### src/include/aspbg_params.svh
`ifndef ASPBG_PARAMS_SVH
`define ASPBG_PARAMS_SVH

// Timer clock source select codes
`define ASPBG_SRC_CORE      3'h0
`define ASPBG_SRC_DIV4      3'h1
`define ASPBG_SRC_DIV12     3'h2
`define ASPBG_SRC_DIV48     3'h3
`define ASPBG_SRC_EXTOSC8   3'h4
`define ASPBG_SRC_EXTPIN    3'h5

// Prescale divide figures, and the last count (7) of the divide-by-8 oscillator counter
`define ASPBG_DIV4          6'h04
`define ASPBG_DIV12         6'h0C
`define ASPBG_DIV48         6'h30
`define ASPBG_DIV_EXTOSC    3'h7

// Frame lengths in bit times, start and stop included
`define ASPBG_BITS8         4'hA
`define ASPBG_BITS9         4'hB

// Reset values
`define ASPBG_LINE_IDLE     1'h1
`define ASPBG_COUNT_RST     8'h00

`endif

### src/include/aspbg_pkg.sv
package aspbg_pkg;

    typedef enum logic [2:0] {
        ASPBG_TX_IDLE  = 3'b001,
        ASPBG_TX_SHIFT = 3'b010,
        ASPBG_TX_STOP  = 3'b100
    } aspbg_tx_e;

    typedef enum logic [2:0] {
        ASPBG_RX_IDLE  = 3'b001,
        ASPBG_RX_SHIFT = 3'b010,
        ASPBG_RX_DONE  = 3'b100
    } aspbg_rx_e;

    // Software-visible configuration of the port and its baud timer
    typedef struct packed {
        logic       nineBitMode;
        logic       multiprocEnable;
        logic       rxEnable;
        logic       ninthTxBit;
        logic       timerRun;
        logic [2:0] timerSource;
        logic [7:0] reloadValue;
    } aspbg_cfg_s;

    // Receive results and both done flags shown to software
    typedef struct packed {
        logic [7:0] rxData;
        logic       ninthRxBit;
        logic       txDoneFlag;
        logic       rxDoneFlag;
    } aspbg_status_s;

endpackage : aspbg_pkg

### src/aspbg_sync.sv
module aspbg_sync (
    input  wire logic clk_sys,
    input  wire logic arst_n,
    input  wire logic asyncIn,
    output logic      syncOut
);
    logic stage1;

    // First stage feeds only the second
    always_ff @(posedge clk_sys or negedge arst_n) begin
        if (!arst_n) begin
            stage1  <= 1'b1;
            syncOut <= 1'b1;
        end else begin
            stage1  <= asyncIn;
            syncOut <= stage1;
        end
    end
endmodule : aspbg_sync

### src/aspbg_baud_timer.sv
`include "aspbg_params.svh"

// 8-bit auto-reload counter; overflow pulse for one cycle per wrap
module aspbg_baud_timer (
    input  wire logic       clk_sys,
    input  wire logic       arst_n,
    input  wire logic       tick,
    input  wire logic       forceReload,
    input  wire logic [7:0] reloadValue,
    output logic            overflow
);
    logic [7:0] count;
    logic [7:0] next_count;
    logic       next_overflow;

    always_comb begin
        next_count    = count;
        next_overflow = 1'b0;
        if (forceReload) begin
            next_count = reloadValue;
        end else if (tick) begin
            if (count == 8'hFF) begin
                next_count    = reloadValue;
                next_overflow = 1'b1;
            end else begin
                next_count = count + 8'h01;
            end
        end
    end

    always_ff @(posedge clk_sys or negedge arst_n) begin
        if (!arst_n) begin
            count    <= `ASPBG_COUNT_RST;
            overflow <= 1'b0;
        end else begin
            count    <= next_count;
            overflow <= next_overflow;
        end
    end
endmodule : aspbg_baud_timer

### src/aspbg_serial_port.sv
`include "aspbg_params.svh"

//------------------------------------------------------------------
// Notes on behaviour
// - A finished byte sits in a receive buffer so the next can start.
// - A data write while the transmitter is idle loads the shifter and starts sending.
// - Data reads always show the receive buffer, never transmit data.
// - Interrupt requested while enabled and either done flag is set.
// - Done flags clear only by software clear strobes.
// - Transmit bit clock comes from overflows of the 8-bit timer.
// - Receive bit clock comes from a hidden copy of the timer.
// - Both overflow streams are divided by two to give the bit rate.
// - A start edge forces a reload of the receive timer copy.
// - Timer clock chosen from six sources.
// - Overflow rate is timer clock over 256 minus reload.
// - 8-bit frames: start, eight data LSB first, stop.
// - 9-bit frames add a ninth bit from and to the ninth bit fields.
// - Transmit-done is set at the start of the stop bit.
// - Byte loads only if rx-done is clear and, in multiproc, bit is 1.
//------------------------------------------------------------------
module aspbg_serial_port (
    input  wire logic                   clk_sys,
    input  wire logic                   arst_n,
    input  wire aspbg_pkg::aspbg_cfg_s  cfg,
    input  wire logic                   intEnable,
    input  wire logic                   dataWrite,
    input  wire logic [7:0]             dataWriteValue,
    input  wire logic                   txDoneClear,
    input  wire logic                   rxDoneClear,
    input  wire logic                   extOscClock,
    input  wire logic                   timerExternalInput,
    input  wire logic                   serialRxPin,
    output logic                        serialTxPin,
    output aspbg_pkg::aspbg_status_s    status,
    output logic                        irq
);
    //--------------------------------------------------------------
    // Timer clock source
    //--------------------------------------------------------------
    logic       rxSync;
    logic       extOscSync;
    logic       extPinSync;
    logic [5:0] preCount;
    logic [5:0] next_preCount;
    logic [2:0] oscCount;
    logic [2:0] next_oscCount;
    logic       extOscLast;
    logic       extPinLast;
    logic       timerTick;

    aspbg_sync uSyncRx (.clk_sys(clk_sys), .arst_n(arst_n),
                        .asyncIn(serialRxPin), .syncOut(rxSync));
    aspbg_sync uSyncOsc (.clk_sys(clk_sys), .arst_n(arst_n),
                         .asyncIn(extOscClock), .syncOut(extOscSync));
    aspbg_sync uSyncPin (.clk_sys(clk_sys), .arst_n(arst_n),
                         .asyncIn(timerExternalInput), .syncOut(extPinSync));
    function automatic logic preWrap(input logic [5:0] cnt,
                                     input logic [5:0] div);
        preWrap = (cnt >= div - 6'h01);
    endfunction : preWrap
    always_comb begin
        next_preCount = preWrap(preCount, `ASPBG_DIV48) ? 6'h00
                                                        : preCount + 6'h01;
        next_oscCount = oscCount;
        if (extOscSync && !extOscLast) begin
            next_oscCount = oscCount + 3'h1;
        end
        timerTick = 1'b0;
        unique case (cfg.timerSource)
            `ASPBG_SRC_CORE:    timerTick = 1'b1;
            `ASPBG_SRC_DIV4:    timerTick = (preCount[1:0] == 2'h3);
            `ASPBG_SRC_DIV12:   timerTick = (preCount % `ASPBG_DIV12 == 6'h0B);
            `ASPBG_SRC_DIV48:   timerTick = preWrap(preCount, `ASPBG_DIV48);
            `ASPBG_SRC_EXTOSC8: timerTick = extOscSync && !extOscLast &&
                                            (oscCount == `ASPBG_DIV_EXTOSC);
            `ASPBG_SRC_EXTPIN:  timerTick = extPinSync && !extPinLast;
            default:            timerTick = 1'b0;
        endcase
        timerTick = timerTick && cfg.timerRun;
    end

    always_ff @(posedge clk_sys or negedge arst_n) begin
        if (!arst_n) begin
            preCount   <= 6'h00;
            oscCount   <= 3'h0;
            // Same level as the synchroniser reset, so no false edge
            extOscLast <= 1'b1;
            extPinLast <= 1'b1;
        end else begin
            preCount   <= next_preCount;
            oscCount   <= next_oscCount;
            extOscLast <= extOscSync;
            extPinLast <= extPinSync;
        end
    end

    //--------------------------------------------------------------
    // Baud timers: visible transmit counter and hidden receive copy
    //--------------------------------------------------------------
    logic txOverflow;
    logic rxOverflow;
    logic rxStart;

    aspbg_baud_timer uTxTimer (
        .clk_sys    (clk_sys),
        .arst_n     (arst_n),
        .tick       (timerTick),
        .forceReload(1'b0),
        .reloadValue(cfg.reloadValue),
        .overflow   (txOverflow)
    );
    aspbg_baud_timer uRxTimer (
        .clk_sys    (clk_sys),
        .arst_n     (arst_n),
        .tick       (timerTick),
        .forceReload(rxStart),
        .reloadValue(cfg.reloadValue),
        .overflow   (rxOverflow)
    );

    //--------------------------------------------------------------
    // Transmitter
    //--------------------------------------------------------------
    aspbg_pkg::aspbg_tx_e txState;
    aspbg_pkg::aspbg_tx_e next_txState;
    logic [9:0] txShift;
    logic [9:0] next_txShift;
    logic [3:0] txBits;
    logic [3:0] next_txBits;
    logic       txHalf;
    logic       next_txHalf;
    logic       next_serialTxPin;
    logic       txDoneSet;
    logic       txBitTick;

    // Divide by two: every second overflow is a bit boundary
    assign txBitTick = txOverflow && txHalf;
    always_comb begin
        next_txState     = txState;
        next_txShift     = txShift;
        next_txBits      = txBits;
        next_txHalf      = txOverflow ? !txHalf : txHalf;
        next_serialTxPin = serialTxPin;
        txDoneSet        = 1'b0;
        unique case (txState)
            aspbg_pkg::ASPBG_TX_IDLE: begin
                if (dataWrite) begin
                    next_txShift = {`ASPBG_LINE_IDLE, cfg.ninthTxBit,
                                    dataWriteValue};
                    next_txBits  = cfg.nineBitMode ? 4'h9 : 4'h8;
                    next_txState = aspbg_pkg::ASPBG_TX_SHIFT;
                    next_serialTxPin = 1'b0;
                    next_txHalf  = 1'b0;
                end
            end
            aspbg_pkg::ASPBG_TX_SHIFT: begin
                if (txBitTick) begin
                    next_serialTxPin = txShift[0];
                    next_txShift     = {1'b1, txShift[9:1]};
                    next_txBits      = txBits - 4'h1;
                    if (txBits == 4'h0) begin
                        next_serialTxPin = 1'b1;
                        next_txState     = aspbg_pkg::ASPBG_TX_STOP;
                        txDoneSet        = 1'b1;
                    end
                end
            end
            aspbg_pkg::ASPBG_TX_STOP: begin
                if (txBitTick) begin
                    next_txState = aspbg_pkg::ASPBG_TX_IDLE;
                end
            end
        endcase
    end

    always_ff @(posedge clk_sys or negedge arst_n) begin
        if (!arst_n) begin
            txState     <= aspbg_pkg::ASPBG_TX_IDLE;
            txShift     <= 10'h3FF;
            txBits      <= 4'h0;
            txHalf      <= 1'b0;
            serialTxPin <= `ASPBG_LINE_IDLE;
        end else begin
            txState     <= next_txState;
            txShift     <= next_txShift;
            txBits      <= next_txBits;
            txHalf      <= next_txHalf;
            serialTxPin <= next_serialTxPin;
        end
    end

    //--------------------------------------------------------------
    // Receiver
    //--------------------------------------------------------------
    aspbg_pkg::aspbg_rx_e rxState;
    aspbg_pkg::aspbg_rx_e next_rxState;
    logic [8:0] rxShift;
    logic [8:0] next_rxShift;
    logic [4:0] rxTicks;
    logic [4:0] next_rxTicks;
    logic       rxLast;
    logic       rxDoneSet;
    logic       rxLoadOk;
    logic [3:0] frameTicks;

    assign rxStart = (rxState == aspbg_pkg::ASPBG_RX_IDLE) &&
                     cfg.rxEnable && rxLast && !rxSync;
    assign frameTicks = cfg.nineBitMode ? `ASPBG_BITS9 : `ASPBG_BITS8;
    // Half-bit overflows: even nonzero rxTicks counts land mid-bit, where data is sampled
    always_comb begin
        next_rxState = rxState;
        next_rxShift = rxShift;
        next_rxTicks = rxTicks;
        rxDoneSet    = 1'b0;
        rxLoadOk     = 1'b0;
        unique case (rxState)
            aspbg_pkg::ASPBG_RX_IDLE: begin
                if (rxStart) begin
                    next_rxTicks = 5'h00;
                    next_rxState = aspbg_pkg::ASPBG_RX_SHIFT;
                end
            end
            aspbg_pkg::ASPBG_RX_SHIFT: begin
                if (rxOverflow) begin
                    next_rxTicks = rxTicks + 5'h01;
                    if (rxTicks == 5'h00 && rxSync) begin
                        next_rxState = aspbg_pkg::ASPBG_RX_IDLE;
                    end else if (rxTicks != 5'h00 && !rxTicks[0]) begin
                        // Nine bits kept; a 9-bit frame's stop is not
                        if (rxTicks[4:1] <= 4'h9) begin
                            next_rxShift = {rxSync, rxShift[8:1]};
                        end
                        if (rxTicks[4:1] == frameTicks - 4'h1) begin
                            next_rxState = aspbg_pkg::ASPBG_RX_DONE;
                        end
                    end
                end
            end
            aspbg_pkg::ASPBG_RX_DONE: begin
                rxLoadOk = !status.rxDoneFlag &&
                           (!cfg.multiprocEnable || rxShift[8]);
                rxDoneSet    = rxLoadOk;
                next_rxState = aspbg_pkg::ASPBG_RX_IDLE;
            end
        endcase
    end

    always_ff @(posedge clk_sys or negedge arst_n) begin
        if (!arst_n) begin
            rxState <= aspbg_pkg::ASPBG_RX_IDLE;
            rxShift <= 9'h000;
            rxTicks <= 5'h00;
            rxLast  <= `ASPBG_LINE_IDLE;
        end else begin
            rxState <= next_rxState;
            rxShift <= next_rxShift;
            rxTicks <= next_rxTicks;
            rxLast  <= rxSync;
        end
    end

    //--------------------------------------------------------------
    // Status, flags and interrupt
    //--------------------------------------------------------------
    aspbg_pkg::aspbg_status_s next_status;
    logic                     next_irq;

    always_comb begin
        next_status = status;
        // Both frame kinds leave the byte in [7:0], the extra bit on top
        if (rxLoadOk) begin
            next_status.rxData     = rxShift[7:0];
            next_status.ninthRxBit = rxShift[8];
        end
        // Set beats a simultaneous clear so no event is lost
        if (txDoneClear) next_status.txDoneFlag = 1'b0;
        if (rxDoneClear) next_status.rxDoneFlag = 1'b0;
        if (txDoneSet)   next_status.txDoneFlag = 1'b1;
        if (rxDoneSet)   next_status.rxDoneFlag = 1'b1;
        next_irq = intEnable && (next_status.txDoneFlag ||
                                 next_status.rxDoneFlag);
    end

    always_ff @(posedge clk_sys or negedge arst_n) begin
        if (!arst_n) begin
            status <= '0;
            irq    <= 1'b0;
        end else begin
            status <= next_status;
            irq    <= next_irq;
        end
    end

    //--------------------------------------------------------------
    // Checks
    //--------------------------------------------------------------
    AST_IRQ_FOLLOWS_FLAGS: assert property (@(posedge clk_sys)
        disable iff (!arst_n)
        ##1 irq == (($past(intEnable) &&
                   (status.txDoneFlag || status.rxDoneFlag))))
        else $error("irq does not follow flags");
    AST_FLAG_STICKY: assert property (@(posedge clk_sys)
        disable iff (!arst_n)
        status.rxDoneFlag && !rxDoneClear |=> status.rxDoneFlag)
        else $error("rx done flag dropped without clear");
    AST_TX_START_BIT: assert property (@(posedge clk_sys)
        disable iff (!arst_n)
        dataWrite && txState == aspbg_pkg::ASPBG_TX_IDLE
        |=> !serialTxPin && txState == aspbg_pkg::ASPBG_TX_SHIFT)
        else $error("write did not start transmission");
    AST_TXDONE_AT_STOP: assert property (@(posedge clk_sys)
        disable iff (!arst_n)
        txDoneSet |=> serialTxPin && status.txDoneFlag)
        else $error("tx done not set at stop bit");
    AST_RX_RELOAD: assert property (@(posedge clk_sys)
        disable iff (!arst_n)
        rxStart |=> !rxOverflow)
        else $error("rx timer not reloaded at start");
    AST_NO_LOAD_WHEN_FULL: assert property (@(posedge clk_sys)
        disable iff (!arst_n)
        status.rxDoneFlag && !rxDoneClear |=> $stable(status.rxData))
        else $error("buffer overwritten while rx done set");
    AST_MP_FILTER: assert property (@(posedge clk_sys)
        disable iff (!arst_n)
        rxState == aspbg_pkg::ASPBG_RX_DONE && cfg.multiprocEnable &&
        !rxShift[8] |=> $stable(status.rxData))
        else $error("multiproc frame loaded with ninth bit low");
    AST_TX_BIT_HALF: assert property (@(posedge clk_sys)
        disable iff (!arst_n)
        txBitTick |-> !$past(txBitTick))
        else $error("bit tick on consecutive overflows");
    AST_START_IDLE: assert property (@(posedge clk_sys)
        disable iff (!arst_n)
        rxStart |-> cfg.rxEnable && $past(rxSync) && !rxSync)
        else $error("start without falling edge");
endmodule : aspbg_serial_port

### config.mk
export PLATFORM = sky130hd
export DESIGN_NAME = aspbg_serial_port
export DESIGN_NICKNAME = d
export VERILOG_FILES = /design/src/include/aspbg_pkg.sv /design/src/aspbg_sync.sv /design/src/aspbg_baud_timer.sv /design/src/aspbg_serial_port.sv
export VERILOG_INCLUDE_DIRS = /design/src /design/src/include
export SDC_FILE = /design/constraint.sdc
export NUM_CORES = 1
export LEC_CHECK = 0
export ABC_AREA = 1
export CAP_MARGIN = 20
export CORE_AREA = 3 3 114 116
export DETAILED_ROUTE_END_ITERATION = 10
export DIE_AREA = 0 0 117 119
export DONT_BUFFER_PORTS = 1
export SLEW_MARGIN = 20
export SYNTH_ARGS = -nofsm -noshare
export SYNTH_HDL_FRONTEND = slang
export SYNTH_SLANG_ARGS = --single-unit
### constraint.sdc
create_clock -name clk_sys -period 1.6 [get_ports clk_sys]
set_input_delay 0.24 -clock clk_sys [delete_from_list [all_inputs] [get_ports clk_sys]]
set_output_delay 0.24 -clock clk_sys [all_outputs]
set_load 0.01 [all_outputs]
==> Word-level counts from Yosys, hierarchy flattened <==
Cells that the tools add are included.
{ "classes": {"addsub": 7, "n_div": 1, "order_cmp": 2, "eq_ne": 25, "muxes": 48, "bitwise": 1, "n_reduce_logical": 33} }
{ "op_table": {"columns": ["operator", "count"], "rows": [
  ["8-bit 2-to-1 mux", 4],
  ["3-bit 2-to-1 mux", 9],
  ["1-bit 2-to-1 mux", 21],
  ["10-bit 2-to-1 mux", 2],
  ["10-bit one-hot mux with 2 select lines", 1],
  ["3-bit one-hot mux with 3 select lines", 2],
  ["8-bit by 1-bit adder with 8-bit output, second input constant", 2],
  ["8-bit equality test, second input constant", 2],
  ["3-bit equality test, second input constant", 5],
  ["3-bit by 2-bit equality test with 1-bit output, second input constant", 4],
  ["1-bit logical AND", 12],
  ["5-bit 2-to-1 mux", 2],
  ["2-bit != test, second input constant", 5],
  ["5-bit one-hot mux with 2 select lines", 1],
  ["3-bit by 1-bit equality test with 1-bit output, second input constant", 3],
  ["4-bit 2-to-1 mux", 2],
  ["4-bit one-hot mux with 2 select lines", 1],
  ["4-bit AND reduction", 2],
  ["4-bit by 1-bit subtractor with 4-bit output, second input constant", 2],
  ["1-bit zero test", 7],
  ["6-bit by 1-bit adder with 6-bit output, second input constant", 1],
  ["6-bit by 4-bit equality test with 1-bit output, second input constant", 1],
  ["6-bit >= comparator, second input constant", 1],
  ["6-bit by 4-bit remainder unit with 6-bit output, second input constant", 1],
  ["other kinds (19)", 24]
]} }
{ "word_totals": {"regBits": 84, "in_bits": 33, "out_inout_bits": 13, "wordCells": 145} }

==> Longest topological paths before layout <==
Gate-level depths: netlist of the first run.
{ "logic_depth": {"ltp_word": 8, "mapped_depth": 12, "ltp_nobuf": 12} }

==> Cells and area by module <==
From an unflattened synthesis of the first run, not the netlist that was laid out.
{ "unflattened": {"hier_cells": 548, "area_unflattened_um2": 4421.7} }
{ "modules_own_cells": {"columns": ["module", "instances", "cells_each", "area_per_inst_um2", "seq_area_each_um2"], "rows": [
  ["aspbg_serial_port", 1, 356, 2960.3, 1495.2],
  ["aspbg_baud_timer", 2, 93, 651.9, 225.2],
  ["aspbg_sync", 3, 2, 52.6, 52.6]
]} }

==> Least setup slack after synthesis of the first run <==
Ideal clock, no wire load.
{ "synth_timing": {"kind": "register -> register", "from": "reg oscCount[0]", "to": "reg uRxTimer.count[6]", "setup_time_ns": 0.065, "t_arrival_ns": 1.391, "required_time_ns": 1.535, "path_slack_ns": 0.144, "path_stages_with_launch": 13, "path_buffers": 1, "synth_period_minus_slack_ns": 1.456, "path_cell_list": "dfrtp_1 ha_1 ha_1 inv_1 nor2_1 nand2_1 nand2_1 nand2_1 a21oi_1 nand2_1 buf_2 nand3_1 nand2_1"} }
{ "synth_via": {"elab_chain_len": 5} }
{ "synth_rtl": {"columns": ["item", "line", "text"], "rows": [
  ["from (decl)", "aspbg_serial_port.sv:45", "logic [2:0] oscCount;"],
  ["from (signal assigned)", "aspbg_serial_port.sv:91", "oscCount <= next_oscCount;"],
  ["3-bit equality test (no source line)", null, null],
  ["1-bit logical AND", "aspbg_serial_port.sv:74", "`ASPBG_SRC_EXTOSC8: timerTick = extOscSync && !extOscLast &&"],
  ["1-bit one-hot mux with 6 select lines", "aspbg_serial_port.sv:69", "unique case (cfg.timerSource)"],
  ["1-bit logical AND", "aspbg_serial_port.sv:79", "timerTick = timerTick && cfg.timerRun;"],
  ["2-bit nonzero test (no source line)", null, null],
  ["to (signal assigned)", "aspbg_baud_timer.sv:33", "count <= `ASPBG_COUNT_RST;"],
  ["to (signal assigned)", "aspbg_baud_timer.sv:36", "count <= next_count;"],
  ["to (decl)", "aspbg_baud_timer.sv:12", "logic [7:0] count;"]
]} }
Every way passes these cells.
A chain may end at the register's enable or synchronous reset.

==> Worst setup path in the final report of the first run <==
{ "layout_timing": {"from": "reg oscCount[1]", "to": "reg uRxTimer.count[7]"} }
Same word-level chain as after synthesis.

==> metrics.yaml, run 1 <==
status:
  outcome: "complete, but fails checks"
  violations: "hold timing"
logic_synthesis:
  ys.flop_type: "dfrtp_1"
  synth-edff-count: 0
  ys_seq_elements: 83
  yosysWarnings: 0
  synth_area_per_cell_um2: 8.22
  syn_inst: 506
  async_flop_share_pct: 100
  synthesis.area_mm2: 0.00416
  synth_top_area_cell: "dfrtp_1"
  yosysUniqueCellTypes: 35
  synthesis.nets: 550
  ys_seq_area_share_pct: 50.6
  synthTopCellsByArea: "dfrtp_1 (37%), nand2_1 (14%), dfstp_2 (13%)"
  synth_top_cell_area_share_pct: 37.3
global_route:
  grtUsageTotal_pct: 13.1
  grt_max_degree: 84
  grt-ovfl-total: 0
  grt_pass1_vias: 3086
  antenna_found_initial: 0
  grt_pass1_wl_um: 14400
finish:
  syn2layout_area_growth_pct: 21.7
  fin_nets: 589
  final_cell_mix: "nand2_1 (142), inv_1 (68), dfrtp_1 (62), o21ai_0 (37), nand3_1 (32)"
  drive_gt1_share_pct: 23.1
  layout_commonest_cell: "nand2_1"
  n_fill_cell: 1178
  num_antenna_cells: 0
critical_path:
  critPathArrivalTime_ps: 1830
  cpMaxStageDelayCell: "dfrtp_1"
  path_delay_family: "simple AND/OR/NAND/NOR gates"
  rrSetupSlack_ps: 5
  critPathRequiredTime_ps: 1830
  critPathKind: "reg -> reg"
  end_kind: "flip-flop"
  critPathBufInv: 2
  crit_top_cell: "nand2_1"
  cp_cell_sequence: "ha_2 > ha_4 > inv_2 > nor2_1 > nand2_1 > nand2_1 > nand2_1 > a21oi_2 > nand2_4 > buf_6 > nand3_1 > nand2_1"
  worstPathMaxFanout: 9
  cp-start-kind: "flip-flop"
  slowest_delay_ps: 350
drt:
  drc: 0
  drt_wl_total_um: 8570
  firstDrtPassIters: 4
  antenna_left: 0
  drt_iter0_drc: 227
  vias: 3294
  wire_per_inst_um: 12.3
  viasPerCell: 4.73
placement:
  place_ws_ps: -66.5
  dp_hpwl_um: 5920
  port_buffers: 0
  globalplace.congestion: 0.840
floorplan:
  die_x_um: 117
  coreArea_mm2: 0.0120
  rows: 40
  dieArea_mm2: 0.0139
  ios: 46
  initial_core_util_pct: 34.6
  die_h_um: 119
sta:
  period_share_pct: 99.7
  finalClockSkew_ps: 9.43
  min_period_ps: 1590
  slew_viol_final: 0
  slew_headroom_pct: 82.5
  setup_tns_ps: 0
  setup_viol: 0
  worst_slack_ps: 5.15
  max_freq_ghz: 0.627
  worst_pin_slew_ps: 261
  rsz0062_at_grt: "yes"
  whs_ps: -416
  hold_viol_final: 83
clocking:
  clkLatencyLatePin_ps: 350
  max-clock-path-buffers: 2
  cts_made_buffers: 9
  path_clk_slew_ps: 60
  htreeDepth: 3
  cts_tree: "built"
  cts.sinks: 83
  postCtsHoldBufs: 5
  clockRootBuffer: "clkbuf_16"
min_path:
  min_path_type: "in -> async"
job:
  drv_cap: 0
power:
  ir_drop_mv: 0.649
  power_density_mw_per_mm2: 1030
  p_leak_nw: 2.49
[final timing paths]
kind                                startpoint                 to  depth (start not counted)
worst max-delay path               oscCount[1]  uRxTimer.count[7]                         12
worst min-delay path                    arst_n          status[8]                          0
min in group clk_sys               rxDoneClear          status[0]                          1
worst max register to register     oscCount[1]  uRxTimer.count[7]                         12
worst min register to register  uSyncRx.stage1    uSyncRx.syncOut                          0
max in group asynchronous               arst_n         txShift[2]                          0
[stage by stage]
step                      utilization (%)  power (mW)  instances  area [um2]
after floorplan                         -        2.79        506        4160
after global placement               37.0        2.91        663        4440
after detailed placement             37.0        2.93        663        4440
after CTS                            40.1        5.19        684        4820
after global routing                 42.2        5.49        697        5060
final                                42.2        5.19        697        5060
[logic make-up after synthesis]
| family | share of synthesized area, % |
|---|---|
| adder cells (fa/ha/maj) | 3.31 |
| XOR/XNOR | 1.68 |
| buffers and inverters | 8.30 |
| AO/OA/AOI/OAI | 11.4 |
| AND/OR/NAND/NOR | 24.5 |
| flip-flops | 50.6 |
| multiplexers | 0.271 |
[flip-flops by register name, summed over array words and instances (netlist names), 4 cells and up]
signal	count
status	11
rxShift	9
txShift	9
uRxTimer.count	8
uTxTimer.count	8
preCount	6
rxTicks	5
txBits	4
[power by group]
part,internal (mW),total [mW],switching (mW),leakage (nW)
clock,1.34,2.19,0.848,0.155
combinational,0.308,0.588,0.280,1.31
sequential,2.27,2.41,0.143,1.02
total,3.92,5.19,1.27,2.49
[worst register-to-register path: cells and delay by family (launching register included)]
family | cells | cell delay [ps]
AOI/OAI and AO/OA | 1 | 170
adders and majority gates | 2 | 310
buffers and inverters | 2 | 180
DFF | 1 | 350
and+or+nand+nor | 7 | 480
[synth_stat cells, types with 2 or more instances]
library cell / n
inv_1: 75
ha_1: 11
or2_2: 3
o21ai_1: 5
buf_2: 5
xor2_1: 7
dfstp_2: 21
nor2_2: 3
nand2_1: 154
nor3_1: 5
nor2_1: 28
nand3_2: 2
inv_2: 3
o21ai_2: 9
nand2_2: 2
o211ai_1: 8
nor2_4: 2
nand3b_1: 2
a21oi_1: 11
dfrtp_1: 62
o21ai_0: 41
nand3_1: 34
[repair_timing]
action / CTS / global route
endpoints found under the hold margin: 88 / 83
gates cloned: 0 / 3
buffers inserted: 0 / 10
endpoints found under the setup margin: 17 / 48
pin swaps: 1 / 10
gates resized for setup: 3 / 43
[per-layer routing]
| metal | GRT usage [%] | share of wire (%) | routed length (um) |
|---|---|---|---|
| met4 | 5.16 | 1.6 | 138 |
| met1 | 15.6 | 44 | 3770 |
| met5 | 0 | 0 | 0 |
| met3 | 5.23 | 4.8 | 412 |
| met2 | 20.9 | 50 | 4260 |
[cell type report]
type | count | area [um2] | area share [%]
clock buffer | 12 | 267 | 5.26
multi-input combinational | 336 | 1810 | 35.7
tap | 147 | 184 | 3.63
sequential | 83 | 2100 | 41.5
clock inverter | 4 | 55.1 | 1.09
inverter | 79 | 297 | 5.85
timing repair buffer | 36 | 353 | 6.97
(Power assumes the default switching activity.)
==> run 2: changes to the inputs <==
- CTS_BUF_LIST: not set -> sky130_fd_sc_hd__clkbuf_8
==> run 2 against run 1 <==
Effect of this change: the flow still finishes with violations (hold timing); combinational power is 3% lower; via count shrank 2.0%; worst setup slack worse by 4.6 ps; first-iteration DRC count shrank 22%; sequential share of layout area up 0.96 points; design area down 2.2%; power fell by 11%; die area unchanged; worst hold slack lost 21 ps; flip-flop and latch count is the same; critical path type unchanged; largest cell class unchanged; highest routed layer unchanged.
==> metrics.yaml, run 2 (synthesized netlist as in run 1, its figures left out) <==
finish:
  largest_register_ffs: 11  # unchanged
  stdcell_area_mm2: 0.00495  # was 0.00506 mm2
  largest_register: "status"  # unchanged
  final_cell_mix: "nand2_1 (151), inv_1 (69), dfrtp_1 (62), o21ai_0 (38), nand3_1 (33)"  # was nand2_1 (142), inv_1 (68), dfrtp_1 (62), o21ai_0 (37), nand3_1 (32)
  utilization_pct: 41.2  # was 42.2%
  drive_gt1_share_pct: 21.2  # was 23.1%
  fin_nets: 591  # was 589
  reg_top3: "status: 11 flops, rxShift: 9 flops, txShift: 9 flops"  # unchanged
  syn2layout_area_growth_pct: 19.0  # was 21.7%
  num_antenna_cells: 0  # unchanged
  layout_commonest_cell: "nand2_1"  # unchanged
clocking:
  clkLatencyLatePin_ps: 370  # was 350 ps
  htreeDepth: 3  # unchanged
  postCtsHoldBufs: 7  # was 5
  path_clk_slew_ps: 90  # was 60 ps
  clockRootBuffer: "clkbuf_8"  # was clkbuf_16
  max-clock-path-buffers: 2  # unchanged
  cts.sinks: 83  # unchanged
  cts_made_buffers: 9  # unchanged
  cts_tree: "built"  # unchanged
floorplan:
  coreArea_mm2: 0.0120  # unchanged
  die_h_um: 119  # unchanged
  die_x_um: 117  # unchanged
  rows: 40  # unchanged
  dieArea_mm2: 0.0139  # unchanged
  initial_core_util_pct: 34.6  # unchanged
  ios: 46  # unchanged
critical_path:
  critPathKind: "reg -> reg"  # unchanged
  cp-start-kind: "flip-flop"  # unchanged
  end_kind: "flip-flop"  # unchanged
  worstPathMaxFanout: 9  # unchanged
  critPathRequiredTime_ps: 1850  # was 1830 ps
  critPathArrivalTime_ps: 1850  # was 1830 ps
sta:
  setup_viol: 0  # unchanged
  max_freq_ghz: 0.625  # was 0.627 GHz
  slew_headroom_pct: 82.5  # unchanged
  slew_viol_final: 0  # unchanged
  rsz0062_at_grt: "yes"  # unchanged
  period_share_pct: 100  # was 99.7%
  hold_viol_final: 83  # unchanged
  worst_slack_ps: 0.561  # was 5.15 ps
  whs_ps: -437  # was -416 ps
  finalClockSkew_ps: 13.9  # was 9.43 ps
  min_period_ps: 1600  # was 1590 ps
  worst_pin_slew_ps: 261  # about the same
  setup_tns_ps: 0  # unchanged
power:
  ir_drop_mv: 0.598  # was 0.649 mV
  p_leak_nw: 2.43  # was 2.49 nW
  power_density_mw_per_mm2: 931  # was 1030 mW/mm2
  power_mw: 4.61  # was 5.19 mW
placement:
  placed_area_mm2: 0.00444  # unchanged
  globalplace.congestion: 0.840  # unchanged
  port_buffers: 0  # unchanged
  dp_hpwl_um: 5920  # unchanged
  place_ws_ps: -66.5  # unchanged
global_route:
  grtUsageTotal_pct: 12.8  # was 13.1%
  antenna_found_initial: 0  # unchanged
  grt-ovfl-total: 0  # unchanged
  grt_max_degree: 84  # unchanged
  grt_pass1_wl_um: 14200  # was 14400 um
  grt_pass1_vias: 3091  # was 3086
drt:
  vias: 3229  # was 3294
  wire_per_inst_um: 12.1  # was 12.3 um
  firstDrtPassIters: 4  # unchanged
  drc: 0  # unchanged
  antenna_left: 0  # unchanged
  viasPerCell: 4.62  # was 4.73
  drt_wl_total_um: 8450  # was 8570 um
  drt_iter0_drc: 178  # was 227
status:
  violations: "hold timing"  # unchanged
  outcome: "complete, but fails checks"  # unchanged
job:
  drv_cap: 0  # unchanged
min_path:
  min_path_type: "in -> async"  # unchanged
## run 2: timing repair
| item | 4_1_cts | 5_1_grt |
|---|---|---|
| buffers inserted | 0 | 11 |
| pin swaps | 1 | 5 |
| cloned | 0 | 2 |
| resized for setup | 3 | 30 |
| hold endpoints to repair | 90 | 83 |
| endpoints found under the setup margin | 17 | 50 |
## run 2: layer usage
metal / global-route usage (%) / share of wire, % / vias up / routed length, um
met4: 4.30 / 1.5 / 0 / 128
met5: 0 / 0 / - / 0
met2: 21.2 / 49 / 40 / 4170
met3: 4.93 / 5.0 / 7 / 421
met1: 15.1 / 44 / 1512 / 3730
li1: - / - / 1670 / -
## run 2: critical path: stages, from the launching register on
cell and delay, ps:
dfrtp_1 350, ha_2 190, ha_4 120, inv_2 20, nor2_1 70, nand2_1 60, nand2_1 50, nand2_1 60
a21oi_2 130, nand2_2 120, buf_4 190, nand3_1 70, nand2_1 60
## run 2: worst paths after layout
kind | start | cells after the start | slack [ps] | end
setup / recovery | oscCount[0] | 12 | 0.6 | uRxTimer.count[7]
min in group clk_sys | dataWriteValue[2] | 2 | 60 | txShift[2]
hold / removal | arst_n | 0 | -440 | status[8]
setup reg to reg | oscCount[0] | 12 | 0.6 | uRxTimer.count[7]
hold reg to reg | uSyncPin.stage1 | 0 | 360 | uSyncPin.syncOut
max in group asynchronous | arst_n | 0 | 1790 | txShift[0]
## run 2: through the flow
| stage | hold slack [ps] | cells |
|---|---|---|
| 6_report | -437 | 699 |
| 5_1_grt | -482 | 699 |
| 2_1_floorplan | -55.6 | 506 |
| 3_5_place_dp | -53.6 | 663 |
| 3_3_place_gp | -53.5 | 663 |
| 4_1_cts | -471 | 686 |
## run 2: power by group
group | internal (mW) | switching, mW | leakage, nW
combinational | 0.303 | 0.268 | 1.30
sequential | 2.27 | 0.138 | 1.02
clock | 0.857 | 0.773 | 0.109
total | 3.43 | 1.18 | 2.43
## run 2: final cells by class
| class | instances | area [um2] |
|---|---|---|
| Multi-Input combinational cell | 336 | 1780 |
| Inverter | 79 | 302 |
| Timing Repair Buffer | 38 | 365 |
| Clock buffer | 12 | 165 |
| Sequential cell | 83 | 2100 |
| Fill cell | 1193 | 7060 |
| Tap cell | 147 | 184 |
| Clock inverter | 4 | 55.1 |
==> run 3: changes to the inputs <==
- ABC_AREA: 1 -> not set
- CAP_MARGIN: 20 -> not set
- CORE_AREA: 3 3 114 116 -> 3 3 113 115
- DIE_AREA: 0 0 117 119 -> 0 0 116 118
==> run 3 against run 2 <==
Effect of this change: non-clock buffer count rose by 36; highest routed layer unchanged; area after synthesis fell by 0.81%; cell count fell by 13%; power rose by 12%; via count fell by 0.93%; critical endpoint is now uRxTimer.count[2]; combinational power rose by 64%; largest power group unchanged; clock-buffer cell count fell by 3; design area rose by 8.6%; sequential power rose by 2%; the run ends with hold timing, setup timing left; utilization rose by 3.9 points; worst setup slack got worse by 370 ps; die area fell by 1.7%.
==> metrics.yaml, run 3 <==
floorplan:
  die_x_um: 116  # was 117 um
  ios: 46  # unchanged
  coreArea_mm2: 0.0119  # was 0.0120 mm2
  dieArea_mm2: 0.0137  # was 0.0139 mm2
  initial_core_util_pct: 34.6  # about the same
  rows: 40  # unchanged
  die_h_um: 118  # was 119 um
drt:
  drc: 0  # unchanged
  antenna_left: 0  # unchanged
  drt_iter0_drc: 116  # was 178
  vias: 3199  # was 3229
  firstDrtPassIters: 7  # was 4
  wire_per_inst_um: 15.5  # was 12.1 um
  viasPerCell: 5.24  # was 4.62
  drt_wl_total_um: 9470  # was 8450 um
clocking:
  path_clk_slew_ps: 90  # about the same
  max-clock-path-buffers: 2  # unchanged
  htreeDepth: 3  # unchanged
  clockRootBuffer: "clkbuf_8"  # unchanged
  cts_made_buffers: 9  # unchanged
  cts_tree: "built"  # unchanged
  cts.sinks: 83  # unchanged
  clkLatencyLatePin_ps: 370  # about the same
  postCtsHoldBufs: 10  # was 7
global_route:
  grt_pass1_wl_um: 16100  # was 14200 um
  grt_max_degree: 84  # unchanged
  grt-ovfl-total: 0  # unchanged
  grtUsageTotal_pct: 14.8  # was 12.8%
  antenna_found_initial: 0  # unchanged
  grt_pass1_vias: 3402  # was 3091
placement:
  dp_hpwl_um: 6710  # was 5920 um
  port_buffers: 0  # unchanged
  globalplace.congestion: 0.843  # was 0.840
status:
  outcome: "complete, but fails checks"  # unchanged
  violations: "hold timing, setup timing"  # was hold timing
sta:
  worst_slack_ps: -370  # was 0.561 ps
  slew_headroom_pct: 77.4  # was 82.5%
  rsz0062_at_grt: "yes"  # unchanged
  finalClockSkew_ps: 8.01  # was 13.9 ps
  slew_viol_final: 0  # unchanged
  min_period_ps: 1970  # was 1600 ps
  max_freq_ghz: 0.508  # was 0.625 GHz
  hold_viol_final: 83  # unchanged
  whs_ps: -455  # was -437 ps
  setup_viol: 27  # was 0
  period_share_pct: 123  # was 100%
  worst_pin_slew_ps: 338  # was 261 ps
finish:
  utilization_pct: 45.1  # was 41.2%
  multi_input_area_mm2: 0.00217  # was 0.00178 mm2
  reg_top3: "status: 11 flops, rxShift: 9 flops, txShift: 9 flops"  # unchanged
  fin_nets: 502  # was 591
  ff_latch_area_mm2: 0.00210  # about the same
  drive_gt1_share_pct: 35.2  # was 21.2%
  layout_commonest_cell: "dfrtp_1"  # was nand2_1
  num_antenna_cells: 0  # unchanged
  final_cell_mix: "dfrtp_1 (61), buf_4 (57), nor2_1 (31), nand2_1 (28), a21oi_1 (23)"  # was nand2_1 (151), inv_1 (69), dfrtp_1 (62), o21ai_0 (38), nand3_1 (33)
  syn2layout_area_growth_pct: 30.3  # was 19.0%
  largest_register: "status"  # unchanged
  n_fill_cell: 1132  # was 1193
  largest_register_ffs: 11  # unchanged
logic_synthesis:
  yosysWarnings: 0  # unchanged
  ys_seq_elements: 83  # unchanged
  ys_seq_area_share_pct: 51.0  # was 50.6%
  synthesis.nets: 431  # was 550
  yosysUniqueCellTypes: 65  # was 35
  syn_inst: 387  # was 506
  synth_top_cell_area_share_pct: 37.6  # was 37.3%
  yosysMostFrequentCell: "dfrtp_1"  # was nand2_1
  synthTopCellsByArea: "dfrtp_1 (38%), dfstp_2 (13%), mux2_2 (5.5%)"  # was dfrtp_1 (37%), nand2_1 (14%), dfstp_2 (13%)
  synth_top_cells_by_count: "dfrtp_1 (62), nor2_1 (35), nand2_1 (28)"  # was nand2_1 (154), inv_1 (75), dfrtp_1 (62)
  synthesis.area_mm2: 0.00413  # was 0.00416 mm2
  synth_area_per_cell_um2: 10.7  # was 8.22 um2
  async_flop_share_pct: 100  # unchanged
  ys.flop_type: "dfrtp_1"  # unchanged
  synth_top_area_cell: "dfrtp_1"  # unchanged
  synth-edff-count: 0  # unchanged
critical_path:
  r2r-start: "preCount[3]"  # was oscCount[0]
  reg2regPathDepth: 6  # was 12
  end_kind: "flip-flop"  # unchanged
  worstPathMaxFanout: 8  # was 9
  critPathKind: "reg -> reg"  # unchanged
  cp-start-kind: "flip-flop"  # unchanged
  critPathRequiredTime_ps: 1860  # was 1850 ps
  timing.rr.end: "uRxTimer.count[2]"  # was uRxTimer.count[7]
  rrSetupSlack_ps: -370  # was 0.6 ps
  critPathArrivalTime_ps: 2230  # was 1850 ps
power:
  power_density_mw_per_mm2: 960  # was 931 mW/mm2
  p_leak_nw: 2.33  # was 2.43 nW
  ir_drop_mv: 0.574  # was 0.598 mV
job:
  drv_cap: 0  # unchanged
min_path:
  min_path_type: "in -> async"  # unchanged
## run 3: cell count changes in the layout (fill, tap and decap cells not counted), sizes merged, moves of 11 or more
cell	delta
nand3	-20
mux2i	+11
inv	-60
buf	+34
o21ai	-41
nand2	-127
mux2	+20
a21oi	+13
## run 3: logic make-up (layout without fill, tap and decap cells)
group	count (synthesis)	count (layout)	synth area share [%]
simple gates	142	142	18.5
flops	83	83	51.0
compound gates	80	80	13.6
mux	32	32	8.40
buf+inv	30	106	3.21
fa+ha+maj	11	11	3.34
xor+xnor	9	9	1.91
## run 3: layer usage
| metal | part of all wire, % | GRT usage (%) |
|---|---|---|
| met2 | 47 | 23.2 |
| met5 | 0 | 0 |
| met4 | 2.2 | 6.38 |
| met1 | 45 | 18.9 |
| met3 | 5.6 | 4.37 |
## run 3: report_power, final
group / internal (mW) / leakage, nW / switching, mW
combinational: 0.487 / 1.20 / 0.447
sequential: 2.30 / 1.01 / 0.151
clock: 0.911 / 0.118 / 0.863
## run 3: layout make-up
type,count,area share (%)
clock buffer,9,2.30
clock inverter,7,2.02
inverter,16,1.12
multi-input combinational,274,40.3
sequential,83,39.1
tap,147,3.42
timing repair buffer,74,11.7
## run 3: how the worst max path moves through the flow
stage                           start                 to  slack, ps  cells past startpoint
after detailed placement  preCount[2]  uRxTimer.count[4]       -370                      7
after global routing      preCount[5]  uRxTimer.count[1]       -420                      7
final                     preCount[3]  uRxTimer.count[2]       -370                      6
after CTS                 preCount[5]  uRxTimer.count[1]       -350                      7
after global placement    preCount[3]  uTxTimer.count[6]       -340                      5
after floorplan           preCount[5]  uTxTimer.count[6]       -420                      6
## run 3: metrics by stage
| stage | cell area [um2] | setup WS (ps) | TNS (ps) | cells | power, mW |
|---|---|---|---|---|---|
| floorplan | 4240 | -415 | -6700 | 387 | 2.94 |
| global placement | 4810 | -338 | -5240 | 579 | 3.27 |
| detailed placement | 4810 | -369 | -5580 | 579 | 3.30 |
| CTS | 5230 | -346 | -6070 | 607 | 5.15 |
| global route | 5380 | -425 | -7740 | 610 | 5.44 |
| finish | 5380 | -370 | -5930 | 610 | 5.16 |
## run 3: worst max-delay path, stage by stage, from the launching register on
cell	delay (ps)
dfrtp_1	390
or3b_1	380
and3_4	200
o311a_4	390
buf_6	170
o311ai_4	220
nand3_1	100
## run 3: what timing repair did
action                                 in CTS  in global routing
gates resized for setup                    13                 24
pin swaps                                   7                  5
setup endpoints to repair                  28                 28
gates cloned                                1                  0
setup buffers                               1                  4
endpoints found under the hold margin      93                 83
